===== src/hdl/tsscp_defs.vh =====
// Constants for the temperature sensor serial command port
`ifndef TSSCP_DEFS_VH
`define TSSCP_DEFS_VH

// ----------------------------------------
// Read pointer codes
// ----------------------------------------
`define TSSCP_PTR_TEMP 2'h0
`define TSSCP_PTR_CONFIG 2'h1
`define TSSCP_PTR_LOW 2'h2
`define TSSCP_PTR_HIGH 2'h3
`define TSSCP_PTR_RESET 2'h0

// ----------------------------------------
// Word framing
// ----------------------------------------
`define TSSCP_WORD_BITS 5'h10
`define TSSCP_READ_FLAG 15
`define TSSCP_SEL_HI 4
`define TSSCP_SEL_LO 3
`define TSSCP_READ_BASE 16'h8000
`define TSSCP_READ_MASK 16'hFFE7
`define TSSCP_SHUTDOWN_BYTE 8'hFF

// ----------------------------------------
// Write command tails and fixed bits
// ----------------------------------------
`define TSSCP_TAIL_CONFIG 3'h2
`define TSSCP_TAIL_LOW 3'h4
`define TSSCP_TAIL_HIGH 3'h6
`define TSSCP_TEMP_TAIL 3'h7
`define TSSCP_CFG_TOP 4'h0
`define TSSCP_TEMP_ZMASK 16'h0003
`define TSSCP_NO_ZMASK 16'h0000

// ----------------------------------------
// Configuration field positions
// ----------------------------------------
`define TSSCP_CFG_DELAY_HI 11
`define TSSCP_CFG_DELAY_LO 10
`define TSSCP_CFG_RES_HI 9
`define TSSCP_CFG_RES_LO 8
`define TSSCP_CFG_FAULT_HI 7
`define TSSCP_CFG_FAULT_LO 6
`define TSSCP_CFG_POL 5
`define TSSCP_CFG_TM_HI 4
`define TSSCP_CFG_TM_LO 3

// ----------------------------------------
// Reset values
// ----------------------------------------
`define TSSCP_CONFIG_RESET 16'h0302
`define TSSCP_LOW_RESET 16'h2584
`define TSSCP_HIGH_RESET 16'h2806
`define TSSCP_TEMP_RESET 13'h0000

`endif


===== src/hdl/tsscp_top.v =====
// Serial command port of a digital temperature sensor
`timescale 1ns/100ps
`include "tsscp_defs.vh"

// Overview of operation
// - Conversions continue during access; reads return last completed result.
// - Chip select falling starts a frame; first 16 clocks shift out data.
// - Response words go out sign bit first, then downward.
// - With chip select still low, next 16 clocks shift in a command.
// - READ is bit 15 set, selector in bits 4:3, others zero.
// - Configuration READ is bits 15 and 3 set; temperature only bit 15.
// - Selector from READ is held until a full 16-bit read completes.
// - Early chip select rise after READ re-presents that register next frame.
// - A complete 16-bit read returns the pointer to temperature.
// - Pointer 00 temp, 01 config, 10 low, 11 high; resets to 00.
// - WRITE commands leave the read pointer untouched.
// - On chip select fall the pointer-selected register is sent first.
// - Commands and response words alternate within one frame.
// - After a WRITE the next response word is temperature.
// - Config WRITE: top nibble zero, fields in 11:3, tail 010.
// - Low-limit WRITE: 13-bit limit in 15:3, tail 100.
// - High-limit WRITE: 13-bit limit in 15:3, tail 110.
// - Low byte all ones requests shutdown after current conversion.
// - Temperature word: 13-bit value, bit 2 one, bits 1:0 released.
// - Data sampled on rising clock edges, driven after falling ones.
module tsscp_top (
    input wire clock,
    input wire rst_n,
    input wire csN,
    input wire sck,
    input wire sdIn,
    output reg sdOut,
    output reg sdOe,
    input wire adcDone,
    input wire adcBusy,
    input wire [12:0] adcResult,
    output wire shutdownActive,
    output reg [1:0] conversionDelayField,
    output reg [1:0] resolutionField,
    output reg [1:0] faultCountField,
    output reg alertPolarity,
    output reg [1:0] thermostatModeField
);

// ----------------------------------------
// Word selection helpers
// ----------------------------------------
function [15:0] selectWord;
    input [1:0] ptr;
    input [12:0] temp;
    input [15:0] cfg;
    input [15:0] lowL;
    input [15:0] highL;
    begin
        case (ptr)
            `TSSCP_PTR_TEMP: selectWord = {temp, `TSSCP_TEMP_TAIL};
            `TSSCP_PTR_CONFIG: selectWord = cfg;
            `TSSCP_PTR_LOW: selectWord = lowL;
            `TSSCP_PTR_HIGH: selectWord = highL;
            default: selectWord = {temp, `TSSCP_TEMP_TAIL};
        endcase
    end
endfunction

function [15:0] selectZMask;
    input [1:0] ptr;
    begin
        if (ptr == `TSSCP_PTR_TEMP) begin
            selectZMask = `TSSCP_TEMP_ZMASK;
        end else begin
            selectZMask = `TSSCP_NO_ZMASK;
        end
    end
endfunction

function tailMatch;
    input [15:0] word;
    input [2:0] tail;
    begin
        tailMatch = (word[2:0] == tail);
    end
endfunction

// ----------------------------------------
// Pin synchronisers
// ----------------------------------------
wire csSync;
wire sckSync;
wire sdSync;

tsscp_sync #(
    .WIDTH(3),
    .INIT(3'h4)
) uSync (
    .clock(clock),
    .rst_n(rst_n),
    .pinIn({csN, sck, sdIn}),
    .pinOut({csSync, sckSync, sdSync})
);

// ----------------------------------------
// Edge detection
// ----------------------------------------
reg csPrev_reg;
reg sckPrev_reg;

always @(posedge clock or negedge rst_n) begin
    if (!rst_n) begin
        csPrev_reg <= 1'b1;
        sckPrev_reg <= 1'b0;
    end else begin
        csPrev_reg <= csSync;
        sckPrev_reg <= sckSync;
    end
end

wire csFall = csPrev_reg & ~csSync;
wire csRise = ~csPrev_reg & csSync;
wire active = ~csSync & ~csPrev_reg;
wire sckRise = active & ~sckPrev_reg & sckSync;
wire sckFall = active & sckPrev_reg & ~sckSync;

// ----------------------------------------
// Conversion side
// ----------------------------------------
wire [12:0] tempResult;
reg shutdownReq_reg;

tsscp_conv uConv (
    .clock(clock),
    .rst_n(rst_n),
    .adcDone(adcDone),
    .adcBusy(adcBusy),
    .adcResult(adcResult),
    .shutdownReq(shutdownReq_reg),
    .tempResult(tempResult),
    .shutdownActive(shutdownActive)
);

// ----------------------------------------
// Registers
// ----------------------------------------
reg [15:0] config_reg;
reg [15:0] lowLimit_reg;
reg [15:0] highLimit_reg;
reg [1:0] readPointer_reg;

// ----------------------------------------
// Frame state
// ----------------------------------------
localparam PHASE_RESP = 1'b0;
localparam PHASE_CMD = 1'b1;

reg phase_reg;
reg [4:0] bitCnt_reg;
reg [15:0] txShift_reg;
reg [15:0] zShift_reg;
reg [15:0] rxShift_reg;
reg firstPending_reg;

// ----------------------------------------
// Command decode
// ----------------------------------------
wire lastBit = (bitCnt_reg == `TSSCP_WORD_BITS - 5'h01);
wire [15:0] cmdWord = {rxShift_reg[14:0], sdSync};
wire isRead = ((cmdWord & `TSSCP_READ_MASK) == `TSSCP_READ_BASE);
wire isShutdown = (cmdWord[7:0] == `TSSCP_SHUTDOWN_BYTE);
wire isCfgWrite = (cmdWord[15:12] == `TSSCP_CFG_TOP)
    && tailMatch(cmdWord, `TSSCP_TAIL_CONFIG);
wire isLowWrite = tailMatch(cmdWord, `TSSCP_TAIL_LOW);
wire isHighWrite = tailMatch(cmdWord, `TSSCP_TAIL_HIGH);
wire [1:0] nextPtr = isRead ? cmdWord[`TSSCP_SEL_HI:`TSSCP_SEL_LO]
    : `TSSCP_PTR_TEMP;

// ----------------------------------------
// Word end strobes
// ----------------------------------------
wire respDone = sckRise & lastBit & (phase_reg == PHASE_RESP);
wire cmdDone = sckRise & lastBit & (phase_reg == PHASE_CMD);

// ----------------------------------------
// Words on offer
// ----------------------------------------
wire [15:0] curWord = selectWord(readPointer_reg, tempResult, config_reg,
    lowLimit_reg, highLimit_reg);
wire [15:0] curMask = selectZMask(readPointer_reg);
wire [15:0] nextWord = selectWord(nextPtr, tempResult, config_reg,
    lowLimit_reg, highLimit_reg);
wire [15:0] nextMask = selectZMask(nextPtr);

// ----------------------------------------
// Serial engine
// ----------------------------------------
always @(posedge clock or negedge rst_n) begin
    if (!rst_n) begin
        phase_reg <= PHASE_RESP;
        bitCnt_reg <= 5'h00;
        txShift_reg <= 16'h0000;
        zShift_reg <= 16'h0000;
        rxShift_reg <= 16'h0000;
        firstPending_reg <= 1'b0;
        sdOut <= 1'b0;
        sdOe <= 1'b0;
    end else if (csRise) begin
        // Abandon frame; partial command dropped
        phase_reg <= PHASE_RESP;
        bitCnt_reg <= 5'h00;
        firstPending_reg <= 1'b0;
        sdOe <= 1'b0;
    end else if (csFall) begin
        // Pointer-selected word, first bit at once
        phase_reg <= PHASE_RESP;
        bitCnt_reg <= 5'h00;
        firstPending_reg <= 1'b0;
        sdOut <= curWord[15];
        sdOe <= ~curMask[15];
        txShift_reg <= {curWord[14:0], 1'b0};
        zShift_reg <= {curMask[14:0], 1'b0};
    end else if (sckRise) begin
        // Sample on rising edges
        rxShift_reg <= cmdWord;
        firstPending_reg <= 1'b0;
        if (lastBit) begin
            bitCnt_reg <= 5'h00;
            if (phase_reg == PHASE_RESP) begin
                phase_reg <= PHASE_CMD;
            end else begin
                phase_reg <= PHASE_RESP;
                firstPending_reg <= 1'b1;
                // Read selects, write keeps temperature
                txShift_reg <= nextWord;
                zShift_reg <= nextMask;
            end
        end else begin
            bitCnt_reg <= bitCnt_reg + 5'h01;
        end
    end else if (sckFall) begin
        // Drive after falling edges, MSB first
        if (phase_reg == PHASE_RESP
            && (bitCnt_reg != 5'h00 || firstPending_reg)) begin
            sdOut <= txShift_reg[15];
            sdOe <= ~zShift_reg[15];
            txShift_reg <= txShift_reg << 1;
            zShift_reg <= zShift_reg << 1;
        end else if (phase_reg == PHASE_CMD) begin
            sdOe <= 1'b0;
        end
        firstPending_reg <= 1'b0;
    end
end

// ----------------------------------------
// Register file and read pointer
// ----------------------------------------
always @(posedge clock or negedge rst_n) begin
    if (!rst_n) begin
        readPointer_reg <= `TSSCP_PTR_RESET;
        config_reg <= `TSSCP_CONFIG_RESET;
        lowLimit_reg <= `TSSCP_LOW_RESET;
        highLimit_reg <= `TSSCP_HIGH_RESET;
        shutdownReq_reg <= 1'b0;
    end else if (respDone) begin
        // Full read done
        readPointer_reg <= `TSSCP_PTR_TEMP;
    end else if (cmdDone) begin
        // Only complete commands get here
        if (isRead) begin
            readPointer_reg <= nextPtr;
        end else if (isShutdown) begin
            shutdownReq_reg <= 1'b1;
        end else begin
            shutdownReq_reg <= 1'b0;
            // Pointer untouched on writes
            if (isCfgWrite) begin
                config_reg <= cmdWord;
            end else if (isLowWrite) begin
                lowLimit_reg <= cmdWord;
            end else if (isHighWrite) begin
                highLimit_reg <= cmdWord;
            end
        end
    end
end

// ----------------------------------------
// Configuration field outputs
// ----------------------------------------
localparam [15:0] CFG_RESET = `TSSCP_CONFIG_RESET;

always @(posedge clock or negedge rst_n) begin
    if (!rst_n) begin
        conversionDelayField <=
            CFG_RESET[`TSSCP_CFG_DELAY_HI:`TSSCP_CFG_DELAY_LO];
        resolutionField <=
            CFG_RESET[`TSSCP_CFG_RES_HI:`TSSCP_CFG_RES_LO];
        faultCountField <=
            CFG_RESET[`TSSCP_CFG_FAULT_HI:`TSSCP_CFG_FAULT_LO];
        alertPolarity <= CFG_RESET[`TSSCP_CFG_POL];
        thermostatModeField <=
            CFG_RESET[`TSSCP_CFG_TM_HI:`TSSCP_CFG_TM_LO];
    end else begin
        conversionDelayField <=
            config_reg[`TSSCP_CFG_DELAY_HI:`TSSCP_CFG_DELAY_LO];
        resolutionField <= config_reg[`TSSCP_CFG_RES_HI:`TSSCP_CFG_RES_LO];
        faultCountField <=
            config_reg[`TSSCP_CFG_FAULT_HI:`TSSCP_CFG_FAULT_LO];
        alertPolarity <= config_reg[`TSSCP_CFG_POL];
        thermostatModeField <= config_reg[`TSSCP_CFG_TM_HI:`TSSCP_CFG_TM_LO];
    end
end

endmodule


===== src/hdl/tsscp_sync.v =====
// Three-stage pin synchroniser with agreement filter
`timescale 1ns/100ps

module tsscp_sync #(
    parameter WIDTH = 3,
    parameter [WIDTH-1:0] INIT = {WIDTH{1'b0}}
) (
    input wire clock,
    input wire rst_n,
    input wire [WIDTH-1:0] pinIn,
    output reg [WIDTH-1:0] pinOut
);

reg [WIDTH-1:0] stage1_reg;
reg [WIDTH-1:0] stage2_reg;
reg [WIDTH-1:0] stage3_reg;

// ----------------------------------------
// Per-bit chain
// ----------------------------------------
genvar i;
generate
    for (i = 0; i < WIDTH; i = i + 1) begin : gBit
        always @(posedge clock or negedge rst_n) begin
            if (!rst_n) begin
                stage1_reg[i] <= INIT[i];
                stage2_reg[i] <= INIT[i];
                stage3_reg[i] <= INIT[i];
                pinOut[i] <= INIT[i];
            end else begin
                stage1_reg[i] <= pinIn[i];
                stage2_reg[i] <= stage1_reg[i];
                stage3_reg[i] <= stage2_reg[i];
                // Accept once stages two and three agree
                if (stage2_reg[i] == stage3_reg[i]) begin
                    pinOut[i] <= stage3_reg[i];
                end
            end
        end
    end
endgenerate

endmodule


===== src/hdl/tsscp_conv.v =====
// Conversion result holder and shutdown sequencing
`timescale 1ns/100ps
`include "tsscp_defs.vh"

module tsscp_conv (
    input wire clock,
    input wire rst_n,
    input wire adcDone,
    input wire adcBusy,
    input wire [12:0] adcResult,
    input wire shutdownReq,
    output reg [12:0] tempResult,
    output reg shutdownActive
);

// ----------------------------------------
// Latest completed result
// ----------------------------------------
always @(posedge clock or negedge rst_n) begin
    if (!rst_n) begin
        tempResult <= `TSSCP_TEMP_RESET;
    end else if (adcDone && !shutdownActive) begin
        tempResult <= adcResult;
    end
end

// ----------------------------------------
// Shutdown once conversion ends
// ----------------------------------------
always @(posedge clock or negedge rst_n) begin
    if (!rst_n) begin
        shutdownActive <= 1'b0;
    end else if (!shutdownReq) begin
        shutdownActive <= 1'b0;
    end else if (adcDone || !adcBusy) begin
        shutdownActive <= 1'b1;
    end
end

endmodule


===== config.mk =====
export PLATFORM = sky130hd
export DESIGN_NAME = tsscp_top
export DESIGN_NICKNAME = d
export VERILOG_FILES = /design/src/hdl/tsscp_top.v /design/src/hdl/tsscp_sync.v /design/src/hdl/tsscp_conv.v
export VERILOG_INCLUDE_DIRS = /design/src /design/src/hdl
export SDC_FILE = /design/constraint.sdc
export NUM_CORES = 1
export LEC_CHECK = 0
export BUFFER_PORTS_ARGS = -buffer_cell sky130_fd_sc_hd__buf_2
export CAP_MARGIN = 20
export CORE_MARGIN = 3
export CORE_UTILIZATION = 45
export DETAILED_ROUTE_END_ITERATION = 16
export PLACE_DENSITY = 0.6
export SYNTH_ARGS = -nofsm -noshare
export SYNTH_HDL_FRONTEND = slang
export SYNTH_SLANG_ARGS = --single-unit

===== constraint.sdc =====
create_clock -name clock -period 5.4 [get_ports clock]
set_clock_uncertainty 0.1 [all_clocks]
set_input_delay 1.62 -clock clock [delete_from_list [all_inputs] [get_ports clock]]
set_output_delay 1.62 -clock clock [all_outputs]
set_load 0.05 [all_outputs]

==> flow_summary.ini <==
[sta]
setup_viol = 0
rsz0062_at_grt = no
report.final.hold_viol_count = 0
relSlewSlack_pct = 27.19
max_slew.worst_pin.slew_ns = 1.088
slew_viol_final = 0
holdWs_ns = 0.2494
layout_min_cycle_time_ns = 2.905
setup_tns_ns = 0
fmax_mhz = 344.2
fin_crit_sh_pct = 53.80

[setup_path]
timing.rr.end = highLimit_reg[7]
reg2reg_depth = 7
start_kind = register
required_ns = 3.68
slowest_delay_ns = 0.51
crit_family = flip-flops
crit_type = reg2out
critPathBufInv = 1
rr_startpoint = uSync.pinOut[2]
crit_path_end_kind = output pin
slowest_stage = dfstp_2
r2r_slack_ns = 2.52
crit_arrival_ns = 1.19
crit_fanout = 1
path_cells = buf_2

[clocking]
h-tree-depth = 4
cts_hold_buf = 0
path_clk_slew_ns = 0.06
cts.repair.resized = 0
cts.path.max_buffers = 2
clkSinkCount = 144
cts_root_buf = clkbuf_16
clk_latency_ns = 0.43
cts_tree = done
postCtsSetupRepairBufs = 0
numCtsBuffers = 17

[synthesis]
ys.flop_type = dfrtp_1
async_flop_share_pct = 100.0
syn_nets = 555
synth_warnings = 0
synth.cell_area_sq_um = 6585
yosysSeqAreaShare_pct = 55.08
postSynthAreaPerCell_sq_um = 12.42
ys_seq_elements = 144
yosys.cell_types.count = 53
syn-instance-count = 530
synth_edf_count = 0

[grt]
grt_pass1_wl_mm = 24.15
overflow = 0
antenna_found_initial = 0
track_usage_pct = 19.07
grt_max_degree = 72
grt_pass1_vias = 4625

[power]
leakagePower_nw = 3.353
power.share.clock_pct = 40.5
swShare_pct = 27.23
power_density_nw_per_um2 = 400.0
p_comb_share_pct = 14.6
pwr-share-seq_pct = 44.9
switchingPower_mw = 0.8135
intPower_mw = 2.174
vdd_drop_max_v = 0.0002451
total_power_mw = 2.988

[layout]
multi_input_area_sq_um = 2731
n_fill_cell = 1267
final_nets = 578
instances_no_fill = 746
antenna_cells = 0
regArea_sq_um = 3627
syn_to_final_growth_pct = 13.41
final_core_util_pct = 52.98
drive_above_1_share_pct = 31.10

[floorplan]
core_area_sq_um = 14100
die_area_sq_um = 16120
rows = 43
ios = 32
start_util_pct = 46.72
die_y_um = 127.0
die_w_um = 127.0

[detailed_routing]
firstDrtPassIters = 4
dr_total_vias = 4233
first_iter_violations = 291
antenna_left = 0
wl_per_cell_um = 19.10
via_per_inst = 5.674
drt-total-wl_mm = 14.25
drc_errors = 0

[outcome]
status = finished, final reports clean

[placed_design]
dp.final_hpwl_mm = 9.129
gp_congestion = 0.7762
placed_cells = 714
io_buffer_count = 31

[min_path]
holdPathStages = 0
hold_path_end = uSync.stage2_reg[0]
hp-start = uSync.stage1_reg[0]
hold_path.class = reg2reg

[job]
cap_violations = 0
## layout make-up
type                       count  area share [%]
sequential                   144           48.57
clock inverter                 9           1.742
tap                          180           3.016
inverter                       6          0.3016
timing repair buffer          42           3.267
clock buffer                  23           6.534
multi-input combinational    342           36.57
## power groups by stage
stage	Combinational, mW	Sequential, mW	Clock, mW
floorplan	0.335	1.32	0
global placement	0.428	1.35	0
detailed placement	0.443	1.35	0
CTS	0.443	1.34	1.23
global route	0.504	1.36	1.28
finish	0.437	1.34	1.21
## cells by family after synthesis
logic type               count (synthesis)  share of synthesized area, %
AO/OA/AOI/OAI                           93                         9.900
XOR/XNOR                                 1                        0.1330
adder cells (fa/ha/maj)                  8                         1.406
buffers and inverters                   44                         3.439
flip-flops                             144                         55.08
multiplexers                            96                         19.25
AND/OR/NAND/NOR                        144                         10.79
## stage by stage
stage / setup slack, ns / area, sq um
2_1_floorplan: 2.589 / 6585
3_3_place_gp: 2.644 / 6850
3_5_place_dp: 2.521 / 6850
4_1_cts: 2.473 / 7468
5_1_grt: 2.370 / 7468
6_report: 2.495 / 7468
## how the worst max path moves through the flow
| stage | from | endpoint | slack, ns | cells past startpoint |
|---|---|---|---|---|
| after floorplan | adcDone | uConv.tempResult[0] | 2.59 | 3 |
| after global placement | rst_n | highLimit_reg[11] | 2.64 | 2 |
| after detailed placement | uSync.pinOut[2] | highLimit_reg[7] | 2.52 | 7 |
| after CTS | resolutionField[0] | resolutionField[0] | 2.47 | 1 |
| after global routing | uSync.pinOut[2] | highLimit_reg[7] | 2.37 | 7 |
| final | resolutionField[0] | resolutionField[0] | 2.49 | 1 |
## synth_stat cells, types with 2 or more instances
| library cell | instances | area [sq um] |
|---|---|---|
| buf_2 | 13 | 65.06 |
| inv_1 | 6 | 22.52 |
| mux2i_1 | 19 | 190.2 |
| nor2_1 | 46 | 172.7 |
| maj3_1 | 3 | 30.03 |
| nand3_1 | 14 | 70.07 |
| or2_1 | 4 | 25.02 |
| and3b_1 | 2 | 17.52 |
| a221oi_1 | 13 | 113.9 |
| o41ai_1 | 4 | 35.03 |
| a2111oi_0 | 4 | 35.03 |
| o21ai_0 | 11 | 55.05 |
| a2bb2oi_1 | 2 | 17.52 |
| nor4_1 | 5 | 31.28 |
| mux2_4 | 17 | 255.2 |
| o221ai_1 | 12 | 105.1 |
| a21oi_1 | 29 | 145.1 |
| dfstp_2 | 19 | 499.2 |
| a22o_1 | 2 | 17.52 |
| dfrtp_1 | 125 | 3128 |
| a22oi_1 | 2 | 15.01 |
| nand3b_1 | 4 | 30.03 |
| a21o_1 | 4 | 30.03 |
| nand2_1 | 39 | 146.4 |
| and4b_1 | 2 | 20.02 |
| nor4_2 | 2 | 25.02 |
| mux4_2 | 13 | 292.8 |
| clkbuf_1 | 19 | 71.32 |
| nor2b_1 | 11 | 68.82 |
| buf_6 | 6 | 67.56 |
| and3_1 | 2 | 12.51 |
| a211o_1 | 2 | 17.52 |
| nand2b_1 | 2 | 12.51 |
| mux2_2 | 47 | 529.3 |
| nand4_1 | 3 | 18.77 |
| ha_1 | 5 | 62.56 |
## routing by layer
layer,routed length (um),share of wire [%],vias up,GRT usage [%]
met5,0,0,-,0
met4,169,1.2,0,6.183
met3,491,3.4,14,4.682
met2,7085,50,67,31.07
met1,6504,46,2164,25.30
li1,-,-,1988,-
## cells in the final DEF, fill, tap and decap left out, types with 12 or more instances in the layout
master | synthesis | layout
nand3_1 | 14 | 14
mux2i_1 | 19 | 19
mux2_2 | 47 | 47
dfrtp_1 | 125 | 125
buf_2 | 13 | 30
o221ai_1 | 12 | 12
a21oi_1 | 29 | 29
clkbuf_16 | 0 | 17
dfstp_2 | 19 | 19
a221oi_1 | 13 | 13
nor2_1 | 46 | 46
nand2_1 | 39 | 39
mux4_2 | 13 | 13
mux2_4 | 17 | 17
(Power assumes the default switching activity.)
